--- src/tc8_consts.vh ---
// Constants for the 8-bit timer with two compare units and PWM.
// Included by tc8_tick_gen.v and tc8_timer.v; holds definitions only.
`ifndef TC8_CONSTS_VH
`define TC8_CONSTS_VH

// ----------------------------------------------------------------
// Register byte addresses on the APB
// ----------------------------------------------------------------
`define TC8_ADDR_CTRL_A   8'h00
`define TC8_ADDR_CTRL_B   8'h04
`define TC8_ADDR_COUNT    8'h08
`define TC8_ADDR_CMP_A    8'h0c
`define TC8_ADDR_CMP_B    8'h10
`define TC8_ADDR_FLAGS    8'h14
`define TC8_ADDR_MASK     8'h18

// ----------------------------------------------------------------
// Field positions
// ----------------------------------------------------------------
`define TC8_CA_WGM_LO     1:0
`define TC8_CA_COM_B      5:4
`define TC8_CA_COM_A      7:6
`define TC8_CB_CS         2:0
`define TC8_CB_WGM2       3
`define TC8_CB_FORCE_B    6
`define TC8_CB_FORCE_A    7
`define TC8_FLAG_OVF      0
`define TC8_FLAG_CMP_A    1
`define TC8_FLAG_CMP_B    2

// ----------------------------------------------------------------
// Values and reset values
// ----------------------------------------------------------------
`define TC8_BOTTOM        8'h00
`define TC8_MAX           8'hff
`define TC8_ZERO8         8'h00
`define TC8_ZERO3         3'h0
`define TC8_ZERO2         2'h0
`define TC8_ZERO32        32'h0000_0000

// ----------------------------------------------------------------
// Clock source select codes
// ----------------------------------------------------------------
`define TC8_CS_STOP       3'h0
`define TC8_CS_DIV1       3'h1
`define TC8_CS_DIV8       3'h2
`define TC8_CS_DIV64      3'h3
`define TC8_CS_DIV256     3'h4
`define TC8_CS_DIV1024    3'h5
`define TC8_CS_EXT_FALL   3'h6
`define TC8_CS_EXT_RISE   3'h7

// ----------------------------------------------------------------
// Prescaler tap masks (low bits all ones marks the divided tick)
// ----------------------------------------------------------------
`define TC8_PRE_W         10
`define TC8_TAP_DIV8      10'h007
`define TC8_TAP_DIV64     10'h03f
`define TC8_TAP_DIV256    10'h0ff
`define TC8_TAP_DIV1024   10'h3ff
`define TC8_PRE_ONE       10'h001
`define TC8_PRE_ZERO      10'h000

// ----------------------------------------------------------------
// Waveform modes {wgm2, wgm_lo}
// ----------------------------------------------------------------
`define TC8_WGM_CTC       3'h2
`define TC8_WGM_LO_PHASE  2'h1
`define TC8_WGM_LO_FAST   2'h3

// ----------------------------------------------------------------
// Compare output actions
// ----------------------------------------------------------------
`define TC8_COM_TOGGLE    2'h1
`define TC8_COM_CLEAR     2'h2
`define TC8_COM_SET       2'h3

// Waveform kinds for the output function
`define TC8_KIND_NONPWM   2'h0
`define TC8_KIND_FAST     2'h1
`define TC8_KIND_PHASE    2'h2

`endif

--- src/tc8_tick_gen.v ---
// Clock select and prescaler: turns the select code into a one-cycle tick.
// Assumes the external count pin is already synchronous to the clock.
`timescale 1ns/1ps
`include "tc8_consts.vh"

module tc8_tick_gen
#(
  parameter PRE_W = `TC8_PRE_W
)
(
  input  wire       i_clk,
  input  wire       i_arst_n,
  input  wire [2:0] i_cs,        // Clock source select
  input  wire       i_ext_pin,   // External count input
  output reg        o_tick       // Timer tick, one cycle
);

  // ----------------------------------------------------------------
  // State
  // ----------------------------------------------------------------
  reg [PRE_W-1:0] pre;         // Free running prescaler
  reg             ext_prev;    // Last sample of the count pin
  reg             next_tick;   // Tick for the next cycle

  // Divided tick when the masked low bits are all ones
  function tap;
    input [PRE_W-1:0] cnt;
    input [PRE_W-1:0] msk;
    begin
      tap = ((cnt & msk) == msk);
    end
  endfunction

  // ----------------------------------------------------------------
  // Source and edge selection
  // ----------------------------------------------------------------
  // Chooses the source and the active edge; stop gives no tick
  always @*
  begin
    case (i_cs)
      `TC8_CS_STOP:     next_tick = 1'b0;
      `TC8_CS_DIV1:     next_tick = 1'b1;
      `TC8_CS_DIV8:     next_tick = tap(pre, `TC8_TAP_DIV8);
      `TC8_CS_DIV64:    next_tick = tap(pre, `TC8_TAP_DIV64);
      `TC8_CS_DIV256:   next_tick = tap(pre, `TC8_TAP_DIV256);
      `TC8_CS_DIV1024:  next_tick = tap(pre, `TC8_TAP_DIV1024);
      `TC8_CS_EXT_FALL: next_tick = ext_prev & ~i_ext_pin;
      `TC8_CS_EXT_RISE: next_tick = ~ext_prev & i_ext_pin;
      default:          next_tick = 1'b0;
    endcase
  end

  // ----------------------------------------------------------------
  // Registers
  // ----------------------------------------------------------------
  // Prescaler, pin history and tick flop
  always @(posedge i_clk or negedge i_arst_n)
  begin
    if (!i_arst_n)
    begin
      pre      <= `TC8_PRE_ZERO;
      ext_prev <= 1'b0;
      o_tick   <= 1'b0;
    end
    else
    begin
      pre      <= pre + `TC8_PRE_ONE;
      ext_prev <= i_ext_pin;
      o_tick   <= next_tick;
    end
  end

endmodule

--- src/tc8_timer.v ---
// 8-bit timer with two compare units, waveform outputs and an APB slave.
// Assumes a single 20 MHz clock, inputs synchronous to it, APB master.
`timescale 1ns/1ps
`include "tc8_consts.vh"

module tc8_timer
(
  input  wire        I_REF_CLK,                 // System clock, 20 MHz
  input  wire        I_ARST_N,                  // Async reset, active low
  input  wire        I_PSEL,                    // APB select
  input  wire        I_PENABLE,                 // APB access phase
  input  wire        I_PWRITE,                  // APB direction
  input  wire [7:0]  I_PADDR,                   // APB byte address
  input  wire [31:0] I_PWDATA,                  // APB write data
  input  wire        I_EXTERNAL_COUNT_INPUT,    // External count pin
  input  wire        I_ACK_OVF,                 // Overflow interrupt taken
  input  wire        I_ACK_CMP_A,               // Compare A interrupt taken
  input  wire        I_ACK_CMP_B,               // Compare B interrupt taken
  output reg  [31:0] O_PRDATA,                  // APB read data
  output reg         O_PREADY,                  // APB ready
  output reg         O_PSLVERR,                 // APB error, unmapped
  output reg         O_COMPARE_OUTPUT_A,        // Waveform A
  output reg         O_COMPARE_OUTPUT_B,        // Waveform B
  output reg         O_IRQ_OVF,                 // Masked overflow request
  output reg         O_IRQ_CMP_A,               // Masked compare A request
  output reg         O_IRQ_CMP_B                // Masked compare B request
);

  // ----------------------------------------------------------------
  // State
  // ----------------------------------------------------------------
  reg  [7:0] counter_value;      // Counter                           
  reg        count_down;         // Phase correct direction
  reg  [7:0] compare_value_a;    // Active compare A
  reg  [7:0] compare_value_b;    // Active compare B
  reg  [7:0] cmp_buf_a;          // CPU side buffer A
  reg  [7:0] cmp_buf_b;          // CPU side buffer B
  reg  [2:0] timer_flag_register;
  reg  [2:0] timer_mask_register;
  reg  [1:0] wgm_lo;             // Mode low bits
  reg        wgm2;               // Mode high bit
  reg  [1:0] com_a;              // Output action A
  reg  [1:0] com_b;              // Output action B
  reg  [2:0] clock_source_select;
  reg        match_block;        // Blocks matches after a counter write

  // ----------------------------------------------------------------
  // Next values
  // ----------------------------------------------------------------
  reg  [7:0] next_counter;
  reg        next_down;
  reg  [7:0] next_cmp_a;
  reg  [7:0] next_cmp_b;
  reg  [7:0] next_buf_a;
  reg  [7:0] next_buf_b;
  reg  [2:0] next_flags;
  reg  [2:0] next_mask;
  reg        next_block;
  reg        next_oc_a;
  reg        next_oc_b;
  reg        ovf_evt;            // Overflow this cycle
  reg        upd_evt;            // Compare buffer transfer this cycle
  reg        bot_evt;            // Fast PWM wraps to bottom
  reg  [2:0] clr_vec;            // Flag clears
  reg  [31:0] next_rdata;
  reg        next_err;

  wire       timer_tick;         // From clock select
  wire [2:0] wgm      = {wgm2, wgm_lo};
  wire       is_pwm   = wgm_lo[0];
  wire       is_phase = (wgm_lo == `TC8_WGM_LO_PHASE);
  wire       is_fast  = (wgm_lo == `TC8_WGM_LO_FAST);
  wire       is_ctc   = (wgm == `TC8_WGM_CTC);
  wire [7:0] top_val  = (wgm2 | is_ctc) ? compare_value_a : `TC8_MAX;
  wire       at_top   = (counter_value == top_val);
  wire       at_bot   = (counter_value == `TC8_BOTTOM);
  wire       at_max   = (counter_value == `TC8_MAX);
  wire [1:0] kind     = is_phase ? `TC8_KIND_PHASE :
                        (is_fast ? `TC8_KIND_FAST : `TC8_KIND_NONPWM);

  // Bus strobes; the write lands at the access edge with ready high
  wire       acc      = I_PSEL & I_PENABLE & O_PREADY;
  wire       wr       = acc & I_PWRITE;
  wire       wr_cnt   = wr & (I_PADDR == `TC8_ADDR_COUNT);
  wire       wr_ca    = wr & (I_PADDR == `TC8_ADDR_CTRL_A);
  wire       wr_cb    = wr & (I_PADDR == `TC8_ADDR_CTRL_B);
  wire       force_a  = wr_cb & I_PWDATA[`TC8_CB_FORCE_A] & ~is_pwm;
  wire       force_b  = wr_cb & I_PWDATA[`TC8_CB_FORCE_B] & ~is_pwm;

  // Continuous comparison, suppressed one tick after a counter write
  wire       match_a  = timer_tick & ~match_block &
                        (counter_value == compare_value_a);
  wire       match_b  = timer_tick & ~match_block &
                        (counter_value == compare_value_b);

  // ----------------------------------------------------------------
  // Waveform output function, shared by both units
  // ----------------------------------------------------------------
  function wave_next;
    input       cur;
    input [1:0] com;
    input [1:0] knd;
    input       hit;
    input       frc;
    input       bot;
    input       down;
    begin
      wave_next = cur;
      case (knd)
        `TC8_KIND_FAST:
        begin
          // Clear or set on match, opposite level at bottom
          if (hit)
            wave_next = (com == `TC8_COM_SET) ? 1'b1 :
                        ((com == `TC8_COM_CLEAR) ? 1'b0 : cur);
          else if (bot)
            wave_next = (com == `TC8_COM_SET) ? 1'b0 :
                        ((com == `TC8_COM_CLEAR) ? 1'b1 : cur);
        end
        `TC8_KIND_PHASE:
        begin
          // Level on match follows the counting direction
          if (hit && com == `TC8_COM_CLEAR)
            wave_next = down;
          else if (hit && com == `TC8_COM_SET)
            wave_next = ~down;
        end
        default:
        begin
          // Non-PWM: toggle, clear or set on match or force
          if (hit || frc)
          begin
            case (com)
              `TC8_COM_TOGGLE: wave_next = ~cur;
              `TC8_COM_CLEAR:  wave_next = 1'b0;
              `TC8_COM_SET:    wave_next = 1'b1;
              default:         wave_next = cur;
            endcase
          end
        end
      endcase
    end
  endfunction

  // ----------------------------------------------------------------
  // Clock select
  // ----------------------------------------------------------------
  tc8_tick_gen u_tick
  (
    .i_clk     (I_REF_CLK),
    .i_arst_n  (I_ARST_N),
    .i_cs      (clock_source_select),
    .i_ext_pin (I_EXTERNAL_COUNT_INPUT),
    .o_tick    (timer_tick)
  );

  // ----------------------------------------------------------------
  // Counter sequence
  // ----------------------------------------------------------------
  // Advances on the tick by mode; a CPU counter write overrides the next count value
  always @*
  begin
    next_counter = counter_value;
    next_down    = count_down;
    ovf_evt      = 1'b0;
    upd_evt      = 1'b0;
    bot_evt      = 1'b0;
    if (timer_tick)
    begin
      if (is_phase)
      begin
        if (!count_down)
        begin
          if (at_top)
          begin
            next_down    = 1'b1;
            next_counter = counter_value - 8'h01;
            upd_evt      = 1'b1;
          end
          else
            next_counter = counter_value + 8'h01;
        end
        else if (at_bot)
        begin
          next_down    = 1'b0;
          next_counter = counter_value + 8'h01;
          ovf_evt      = 1'b1;
        end
        else
          next_counter = counter_value - 8'h01;
      end
      else if (is_fast || is_ctc)
      begin
        if (at_top)
        begin
          next_counter = `TC8_BOTTOM;
          ovf_evt      = is_fast | at_max;
          upd_evt      = is_fast;
          bot_evt      = is_fast;
        end
        else
        begin
          next_counter = counter_value + 8'h01;
          ovf_evt      = at_max;
        end
      end
      else
      begin
        next_counter = counter_value + 8'h01;
        ovf_evt      = at_max;
      end
    end
    if (wr_cnt)
      next_counter = I_PWDATA[7:0];
    next_block = wr_cnt ? 1'b1 : (timer_tick ? 1'b0 : match_block);
  end

  // ----------------------------------------------------------------
  // Compare buffers
  // ----------------------------------------------------------------
  // PWM writes the buffer only; other modes write straight through
  always @*
  begin
    next_buf_a = cmp_buf_a;
    next_buf_b = cmp_buf_b;
    next_cmp_a = compare_value_a;
    next_cmp_b = compare_value_b;
    if (upd_evt && is_pwm)
    begin
      next_cmp_a = cmp_buf_a;
      next_cmp_b = cmp_buf_b;
    end
    if (wr && I_PADDR == `TC8_ADDR_CMP_A)
    begin
      next_buf_a = I_PWDATA[7:0];
      if (!is_pwm)
        next_cmp_a = I_PWDATA[7:0];
    end
    if (wr && I_PADDR == `TC8_ADDR_CMP_B)
    begin
      next_buf_b = I_PWDATA[7:0];
      if (!is_pwm)
        next_cmp_b = I_PWDATA[7:0];
    end
  end

  // ----------------------------------------------------------------
  // Flags, mask and waveforms
  // ----------------------------------------------------------------
  // Sets win over clears from write-one or acknowledge
  always @*
  begin
    clr_vec = {I_ACK_CMP_B, I_ACK_CMP_A, I_ACK_OVF};
    if (wr && I_PADDR == `TC8_ADDR_FLAGS)
      clr_vec = clr_vec | I_PWDATA[2:0];
    next_flags = timer_flag_register & ~clr_vec;
    if (ovf_evt)
      next_flags[`TC8_FLAG_OVF] = 1'b1;
    if (match_a)
      next_flags[`TC8_FLAG_CMP_A] = 1'b1;
    if (match_b)
      next_flags[`TC8_FLAG_CMP_B] = 1'b1;
    next_mask = timer_mask_register;
    if (wr && I_PADDR == `TC8_ADDR_MASK)
      next_mask = I_PWDATA[2:0];
    next_oc_a = wave_next(O_COMPARE_OUTPUT_A, com_a, kind, match_a,
                          force_a, bot_evt, count_down);
    next_oc_b = wave_next(O_COMPARE_OUTPUT_B, com_b, kind, match_b,
                          force_b, bot_evt, count_down);
  end

  // ----------------------------------------------------------------
  // Read decode
  // ----------------------------------------------------------------
  // Read data captured in the setup cycle; unmapped reads give error
  always @*
  begin
    next_rdata = `TC8_ZERO32;
    next_err   = 1'b0;
    case (I_PADDR)
      `TC8_ADDR_CTRL_A: next_rdata[7:0] = {com_a, com_b, 2'h0, wgm_lo};
      `TC8_ADDR_CTRL_B: next_rdata[7:0] = {4'h0, wgm2, clock_source_select};
      `TC8_ADDR_COUNT:  next_rdata[7:0] = counter_value;
      `TC8_ADDR_CMP_A:  next_rdata[7:0] = cmp_buf_a;
      `TC8_ADDR_CMP_B:  next_rdata[7:0] = cmp_buf_b;
      `TC8_ADDR_FLAGS:  next_rdata[2:0] = timer_flag_register;
      `TC8_ADDR_MASK:   next_rdata[2:0] = timer_mask_register;
      default:          next_err = 1'b1;
    endcase
  end

  // ----------------------------------------------------------------
  // Registers
  // ----------------------------------------------------------------
  // All state and every output flop
  always @(posedge I_REF_CLK or negedge I_ARST_N)
  begin
    if (!I_ARST_N)
    begin
      counter_value       <= `TC8_ZERO8;
      count_down          <= 1'b0;
      compare_value_a     <= `TC8_ZERO8;
      compare_value_b     <= `TC8_ZERO8;
      cmp_buf_a           <= `TC8_ZERO8;
      cmp_buf_b           <= `TC8_ZERO8;
      timer_flag_register <= `TC8_ZERO3;
      timer_mask_register <= `TC8_ZERO3;
      wgm_lo              <= `TC8_ZERO2;
      wgm2                <= 1'b0;
      com_a               <= `TC8_ZERO2;
      com_b               <= `TC8_ZERO2;
      clock_source_select <= `TC8_CS_STOP;
      match_block         <= 1'b0;
      O_PRDATA            <= `TC8_ZERO32;
      O_PREADY            <= 1'b0;
      O_PSLVERR           <= 1'b0;
      O_COMPARE_OUTPUT_A  <= 1'b0;
      O_COMPARE_OUTPUT_B  <= 1'b0;
      O_IRQ_OVF           <= 1'b0;
      O_IRQ_CMP_A         <= 1'b0;
      O_IRQ_CMP_B         <= 1'b0;
    end
    else
    begin
      counter_value       <= next_counter;
      count_down          <= next_down;
      compare_value_a     <= next_cmp_a;
      compare_value_b     <= next_cmp_b;
      cmp_buf_a           <= next_buf_a;
      cmp_buf_b           <= next_buf_b;
      timer_flag_register <= next_flags;
      timer_mask_register <= next_mask;
      match_block         <= next_block;
      if (wr_ca)
      begin
        wgm_lo <= I_PWDATA[`TC8_CA_WGM_LO];
        com_a  <= I_PWDATA[`TC8_CA_COM_A];
        com_b  <= I_PWDATA[`TC8_CA_COM_B];
      end
      if (wr_cb)
      begin
        wgm2                <= I_PWDATA[`TC8_CB_WGM2];
        clock_source_select <= I_PWDATA[`TC8_CB_CS];
      end
      O_PREADY            <= I_PSEL & ~I_PENABLE;
      if (I_PSEL && !I_PENABLE)
      begin
        O_PRDATA  <= next_rdata;
        O_PSLVERR <= next_err;
      end
      O_COMPARE_OUTPUT_A  <= next_oc_a;
      O_COMPARE_OUTPUT_B  <= next_oc_b;
      O_IRQ_OVF   <= timer_flag_register[`TC8_FLAG_OVF] &
                     timer_mask_register[`TC8_FLAG_OVF];
      O_IRQ_CMP_A <= timer_flag_register[`TC8_FLAG_CMP_A] &
                     timer_mask_register[`TC8_FLAG_CMP_A];
      O_IRQ_CMP_B <= timer_flag_register[`TC8_FLAG_CMP_B] &
                     timer_mask_register[`TC8_FLAG_CMP_B];
    end
  end

endmodule

--- config.mk ---
export PLATFORM = sky130hd
export DESIGN_NAME = tc8_timer
export DESIGN_NICKNAME = d
export VERILOG_FILES = /design/src/tc8_tick_gen.v /design/src/tc8_timer.v
export VERILOG_INCLUDE_DIRS = /design/src
export SDC_FILE = /design/constraint.sdc
export NUM_CORES = 1
export LEC_CHECK = 0
export BUFFER_PORTS_ARGS = -buffer_cell sky130_fd_sc_hd__buf_4
export CAP_MARGIN = 20
export CELL_PAD_IN_SITES_DETAIL_PLACEMENT = 1
export CELL_PAD_IN_SITES_GLOBAL_PLACEMENT = 1
export CORE_ASPECT_RATIO = 1.5
export CORE_MARGIN = 1
export CORE_UTILIZATION = 45
export CTS_BUF_LIST = sky130_fd_sc_hd__clkbuf_4 sky130_fd_sc_hd__clkbuf_8 sky130_fd_sc_hd__clkbuf_16
export CTS_CLUSTER_SIZE = 28
export DETAILED_ROUTE_END_ITERATION = 7
export PLACE_DENSITY_LB_ADDON = 0.1
export SETUP_SLACK_MARGIN = 0.5
export SLEW_MARGIN = 20
export SYNTH_ARGS = -nofsm -noshare
export SYNTH_HDL_FRONTEND = slang
export SYNTH_HIERARCHICAL = 1
export SYNTH_SLANG_ARGS = --single-unit
--- constraint.sdc ---
create_clock -name I_REF_CLK -period 4.73 [get_ports I_REF_CLK]
set_input_delay 0.473 -clock I_REF_CLK [delete_from_list [all_inputs] [get_ports I_REF_CLK]]
set_output_delay 0.473 -clock I_REF_CLK [all_outputs]
set_load 0.05 [all_outputs]
; Word-level counts from Yosys, hierarchy flattened
; Cells that the tools add are included.
[word_totals]
in_bits = 49
reg_bits = 85
elab_cells = 189
[op_classes]
reduce_logical = 26
add_sub_neg = 3
bitwise = 32
n_eq_ne = 38
mux = 65
[ops]
columns = op, count
row1 = $mux W8, 15
row2 = $mux W1, 41
row3 = $pmux W5 S5, 1
row4 = $eq A8 B5 Y1 const B, 3
row5 = $eq A8 B8 Y1, 3
row6 = $pmux W3 S7, 1
row7 = $and A1 B1 Y1, 19
row8 = $ne A3 B3 Y1 const B, 6
row9 = $eq A8 B4 Y1 const B, 2
row10 = $eq A8 B8 Y1 const B, 2
row11 = $logic_not A8 Y1, 2
row12 = $eq A3 B3 Y1 const B, 5
row13 = $eq A2 B2 Y1 const B, 6
row14 = $add A10 B1 Y10 const B, 1
row15 = $eq A10 B10 Y1 const B, 1
row16 = $logic_and A1 B1 Y1, 10
row17 = $reduce_and A5 Y1, 2
row18 = $eq A3 B2 Y1 const B, 3
row19 = $add A8 B1 Y8 const B, 1
row20 = $eq A2 B1 Y1 const B, 4
row21 = $eq A8 B3 Y1 const B, 1
row22 = $not A1 Y1, 8
row23 = $pmux W1 S8, 1
row24 = $reduce_bool A4 Y1, 2
row25 = other kinds (18), 24

; Longest topological paths before layout
[depth]
word_depth = 12
ltp_mapped = 14
depth_no_buf = 13

; Modules after synthesis
; Netlist, hierarchy kept.
[by_module_without_submodules]
columns = mod, area_per_inst_um2, n_inst, cells_per_inst, seq_area_each_um2
row1 = tc8_timer, 4540.6, 1, 484, 1826.8
row2 = tc8_tick_gen, 521.8, 1, 42, 300.3

; Worst setup path after synthesis
; No wires, ideal clock.
[synth_path]
kind = reg-to-reg
start = reg counter_value[4]
end = reg O_COMPARE_OUTPUT_A
stages_incl_launch_ff = 15
arrival_ns = 2.326
n_path_buf = 1
path_slack_ns = 2.281
cell_sequence = dfrtp_1 buf_2 inv_2 o2111ai_1 or3_1 nor3_1 ha_1 mux2i_1 nand2_1 o31ai_1 nand2_1 nand2_1 o21ai_1 a31oi_1 o221a_1
[synth_via]
elab_chain_len = 7
word_cells_on_any_way = 17
classes_between = eq/ne: 4 / mux: 7 / bitwise: 1 / reduce/logical: 5
[synth_rtl]
columns = item, line_no
row1 = from (decl), tc8_timer.v:32  ; reg [7:0] counter_value;
row2 = from (signal assigned), tc8_timer.v:300  ; counter_value <= `TC8_ZERO8;
row3 = from (signal assigned), tc8_timer.v:325  ; counter_value <= next_counter;
row4 = $eq A8 B8 Y1, tc8_timer.v:75  ; wire at_top = (counter_value == top_val);
row5 = $mux W1, tc8_timer.v:194  ; if (at_top)
row6 = $mux W1, tc8_timer.v:192  ; else if (is_fast || is_ctc)
row7 = $mux W1, tc8_timer.v:170  ; if (is_phase)
row8 = $mux W1, tc8_timer.v:168  ; if (timer_tick)
row9 = $ne A3 B3 Y1 (no source line), -
row10 = $reduce_and A5 Y1 (no source line), -
row11 = to (signal assigned), tc8_timer.v:351  ; O_COMPARE_OUTPUT_A <= next_oc_a;
row12 = to (decl), tc8_timer.v:22  ; output reg O_COMPARE_OUTPUT_A,
; Several ways; a longest one is shown, not always the timed one.
; A chain may end at the register's enable or synchronous reset.

; Worst setup path after layout
[layout_path]
start = reg u_tick.o_tick
end = reg O_COMPARE_OUTPUT_A
[layout_via]
elab_chain_len = 5
word_cells_on_any_way = 13
classes_between = eq/ne: 2 / mux: 4 / bitwise: 2 / reduce/logical: 5
[layout_rtl]
columns = item, line_no
row1 = from (decl), tc8_tick_gen.v:15  ; output reg o_tick
row2 = from (signal assigned), tc8_tick_gen.v:69  ; o_tick <= next_tick;
row3 = $and A1 B1 Y1 (2 in a row), tc8_timer.v:91  ; wire match_a = timer_tick & ~match_block &
row4 = $logic_and A1 B1 Y1 (no source line) or $logic_or A1 B1 Y1 (tied branches), -
row5 = $ne A3 B3 Y1 (no source line) (tied with other cells), -
row6 = $reduce_and A5 Y1 (no source line) or $pmux W1 S2 (tied branches), -
; Several ways; a longest one is shown, not always the timed one.

==> results.ini <==
[run_status]
status=finished, final reports clean

[setup_path]
worst_path_most_repeated_cell=nand2_1
slowest_stage=dfrtp_1
start_kind=flop
end_kind=flop
cp.required_ps=4960
arrival_ps=3810
r2r_cells=13
crit_chain=inv_1 > nor2_1 > o2111ai_1 > nor3_1 > ha_1 > mux2i_1 > nand2_1 > o31ai_1 > nand2_1 > nand2_1 > o21ai_1 > a31oi_1 > o221a_1
regToRegSetupSlack_ps=1150
reg2reg_to=O_COMPARE_OUTPUT_A$_DFFE_PN0P_
r2r_start=u_tick/o_tick$_DFF_PN0_
crit_fanout=13
max_stage_delay_ps=640
critical_path_class=flop to flop

[synth]
synthCells=526
ys_seq_area_share_pct=42.0
synth_mux_area_share_pct=11.7
ys_types=70
synthAdderAreaFrac_pct=1.73
synthesis.area_sq_um=5060
syn_avg_cell_area_sq_um=9.62
synth-xor-area-share_pct=3.26
synth_top_family_by_area=compound AO/OA/AOI/OAI gates
synth-simple-area-share_pct=16.2
ys.flop_type=dfrtp_1
yosys_warnings=6
synth_compound_area_share_pct=17.6
synth_edf_count=0
async_reset_ff_share_pct=100
ys_seq_elements=85

[finish]
utilization_pct=51.5
drive_gt1_share_pct=19.1
fin_cells=702
area_growth_pct=11.9
fin_area_sq_um=5660
fillers=1275
fin_nets=607
n_antenna_cell=0

[floorplanning]
rows=47
core_area_sq_um=11000
die-width_um=88.6
start_util_pct=46.0
pin_count=88
die_h_um=132
die-area_sq_um=11700

[placement]
dp.cells=687
hpwlAfterDp_um=10900
place.port_buffers=39
gp_congestion=0.888
post-place-ws_ps=1230
placed_area_sq_um=5350

[clock_network]
clk_latency_ps=340
clock-root-buffer=clkbuf_16
ctsHoldBuffers=0
ctsLongestPathBuffers=2
clock_sinks=85
clk_pin_slew_ps=70
cts_resized=0
post-cts-setup-buffer-count=0
tritoncts=built
cts_buffers=9
htree_levels=3

[sta]
fin_crit_ps=3580
setup_viol=0
finalSetupTns_ps=0
fin_hold_ws_ps=150
hold_viol=0
finalCritPeriodShare_pct=75.6
slew_headroom_pct=27.5
worst_slack_ps=1150
rsz0062_at_grt=no
clock.fmax_mhz=280
drv_slew=0
finClkSkew_ps=10.1
tightest_slew_ps=1090

[power]
leakagePower_nw=2.58
ir_drop_uv=214
p_per_area_nw_per_um2=303
total_power_mw=1.72

[detailed_routing]
vias=4132
drt-initial-drc-count=252
top_layer_used=met4
drtPass1Iterations=4
wirelength_met1_um=5990
drc=0
antenna_left=0
routed-wl-met2_um=7480
dr_wl_met3_um=424
wl_per_cell_um=20.8
viasPerCell=5.89
wirelength_um=14600

[hold_path]
hold_class=input pin to asynchronous set/reset pin

[global_route]
grt_pass1_vias=4261
grtUsageTotal_pct=26.9
antenna_found_initial=0
grt_pass1_wl_um=23400
overflow=0
grt_max_degree=47

[run]
maxCapViolations=0

how the worst max path moves through the flow:
stage / from / end / slack, ps / cells past startpoint
final: u_tick/o_tick$_DFF_PN0_ / O_COMPARE_OUTPUT_A$_DFFE_PN0P_ / 1150 / 13
after global routing: u_tick/o_tick$_DFF_PN0_ / O_COMPARE_OUTPUT_A$_DFFE_PN0P_ / 1050 / 13
after CTS: u_tick/o_tick$_DFF_PN0_ / O_COMPARE_OUTPUT_A$_DFFE_PN0P_ / 1240 / 13
after global placement: u_tick/o_tick$_DFF_PN0_ / O_COMPARE_OUTPUT_A$_DFFE_PN0P_ / 1370 / 13
after detailed placement: u_tick/o_tick$_DFF_PN0_ / O_COMPARE_OUTPUT_A$_DFFE_PN0P_ / 1230 / 13
after floorplan: counter_value[4]$_DFFE_PN0P_ / O_COMPARE_OUTPUT_A$_DFFE_PN0P_ / 2280 / 14
layout make-up:
class	count	area, sq um	area share, %
tap	147	184	3.25
multi-input combinational	395	2660	47.0
inverter	19	71.3	1.26
clock inverter	4	73.8	1.30
timing repair buffer	41	308	5.43
clock buffer	11	240	4.24
sequential	85	2130	37.6
cell usage in the layout, fill, tap and decap left out, types with 12 or more instances in the layout:
cell,instances
o21ai_1,17
buf_4,41
nand2_1,61
mux2_2,30
a21oi_1,16
mux2i_1,23
o21ai_0,26
nor3_1,12
dfrtp_1,85
conb_1,24
inv_1,15
nor2_1,27
cells in the mapped netlist, types with 3 or more instances:
| library cell | n | share of area [%] |
|---|---|---|
| o2111ai_1 | 3 | 0.52 |
| nor4_1 | 4 | 0.49 |
| nand4_1 | 4 | 0.49 |
| o21ai_1 | 17 | 1.7 |
| nand2_1 | 61 | 4.5 |
| nor2_1 | 27 | 2.0 |
| a32o_1 | 3 | 0.59 |
| a31oi_1 | 4 | 0.49 |
| o31ai_1 | 6 | 0.89 |
| mux2_2 | 30 | 6.7 |
| xnor2_1 | 8 | 1.4 |
| a22oi_1 | 7 | 1.0 |
| a22o_1 | 5 | 0.87 |
| nor2b_1 | 6 | 0.74 |
| nand2b_1 | 9 | 1.1 |
| a211oi_1 | 5 | 0.74 |
| dfrtp_1 | 85 | 42 |
| clkbuf_1 | 14 | 1.0 |
| buf_2 | 7 | 0.69 |
| ha_1 | 7 | 1.7 |
| inv_1 | 15 | 1.1 |
| and2_1 | 6 | 0.74 |
| nor3_1 | 13 | 1.3 |
| a21o_1 | 4 | 0.59 |
| o211ai_1 | 4 | 0.59 |
| a221oi_1 | 3 | 0.52 |
| buf_4 | 26 | 3.9 |
| inv_2 | 4 | 0.30 |
| and3_1 | 7 | 0.87 |
| xor2_1 | 9 | 1.6 |
| mux2i_1 | 23 | 4.5 |
| o22ai_1 | 3 | 0.37 |
| a21oi_1 | 16 | 1.6 |
| o21ai_0 | 26 | 2.6 |
| nand3_1 | 9 | 0.89 |
kinds of logic after synthesis:
| group | after synthesis |
|---|---|
| AO/OA/AOI/OAI | 128 |
| flip-flops | 85 |
| other | 1 |
| buffers and inverters | 69 |
| XOR/XNOR | 18 |
| adder cells (fa/ha/maj) | 7 |
| multiplexers | 54 |
| AND/OR/NAND/NOR | 164 |
critical path: cells and delay by family, from the launching register on:
family,cells,cell delay (ps)
AND/OR/NAND/NOR,5,1260
multiplexers,1,70
buffers and inverters,1,380
AO/OA/AOI/OAI,5,870
flip-flops,1,640
adder cells (fa/ha/maj),1,270
power breakdown:
group          total, mW  leakage [nW]  switching (mW)  internal, mW
clock              0.765         0.156           0.293         0.472
combinational      0.186          1.37           0.135        0.0504
sequential         0.767          1.05          0.0292         0.738
total               1.72          2.58           0.458          1.26
sequential cells by signal, indices dropped and copies added, names as in the netlist, 2 cells and up:
name	cells
O_PRDATA	8
clock_source_select	3
cmp_buf_a	8
cmp_buf_b	8
com_a	2
com_b	2
compare_value_a	8
compare_value_b	8
counter_value	8
timer_flag_register	3
timer_mask_register	3
u_tick/pre	10
wgm_lo	2
routing by layer:
layer | GRT usage [%] | vias up
met1 | 34.2 | 2109
met4 | 14.0 | 0
met3 | 3.63 | 38
li1 | - | 1893
met5 | 0 | -
met2 | 43.9 | 92
Power figures use the tool's default switching activity.
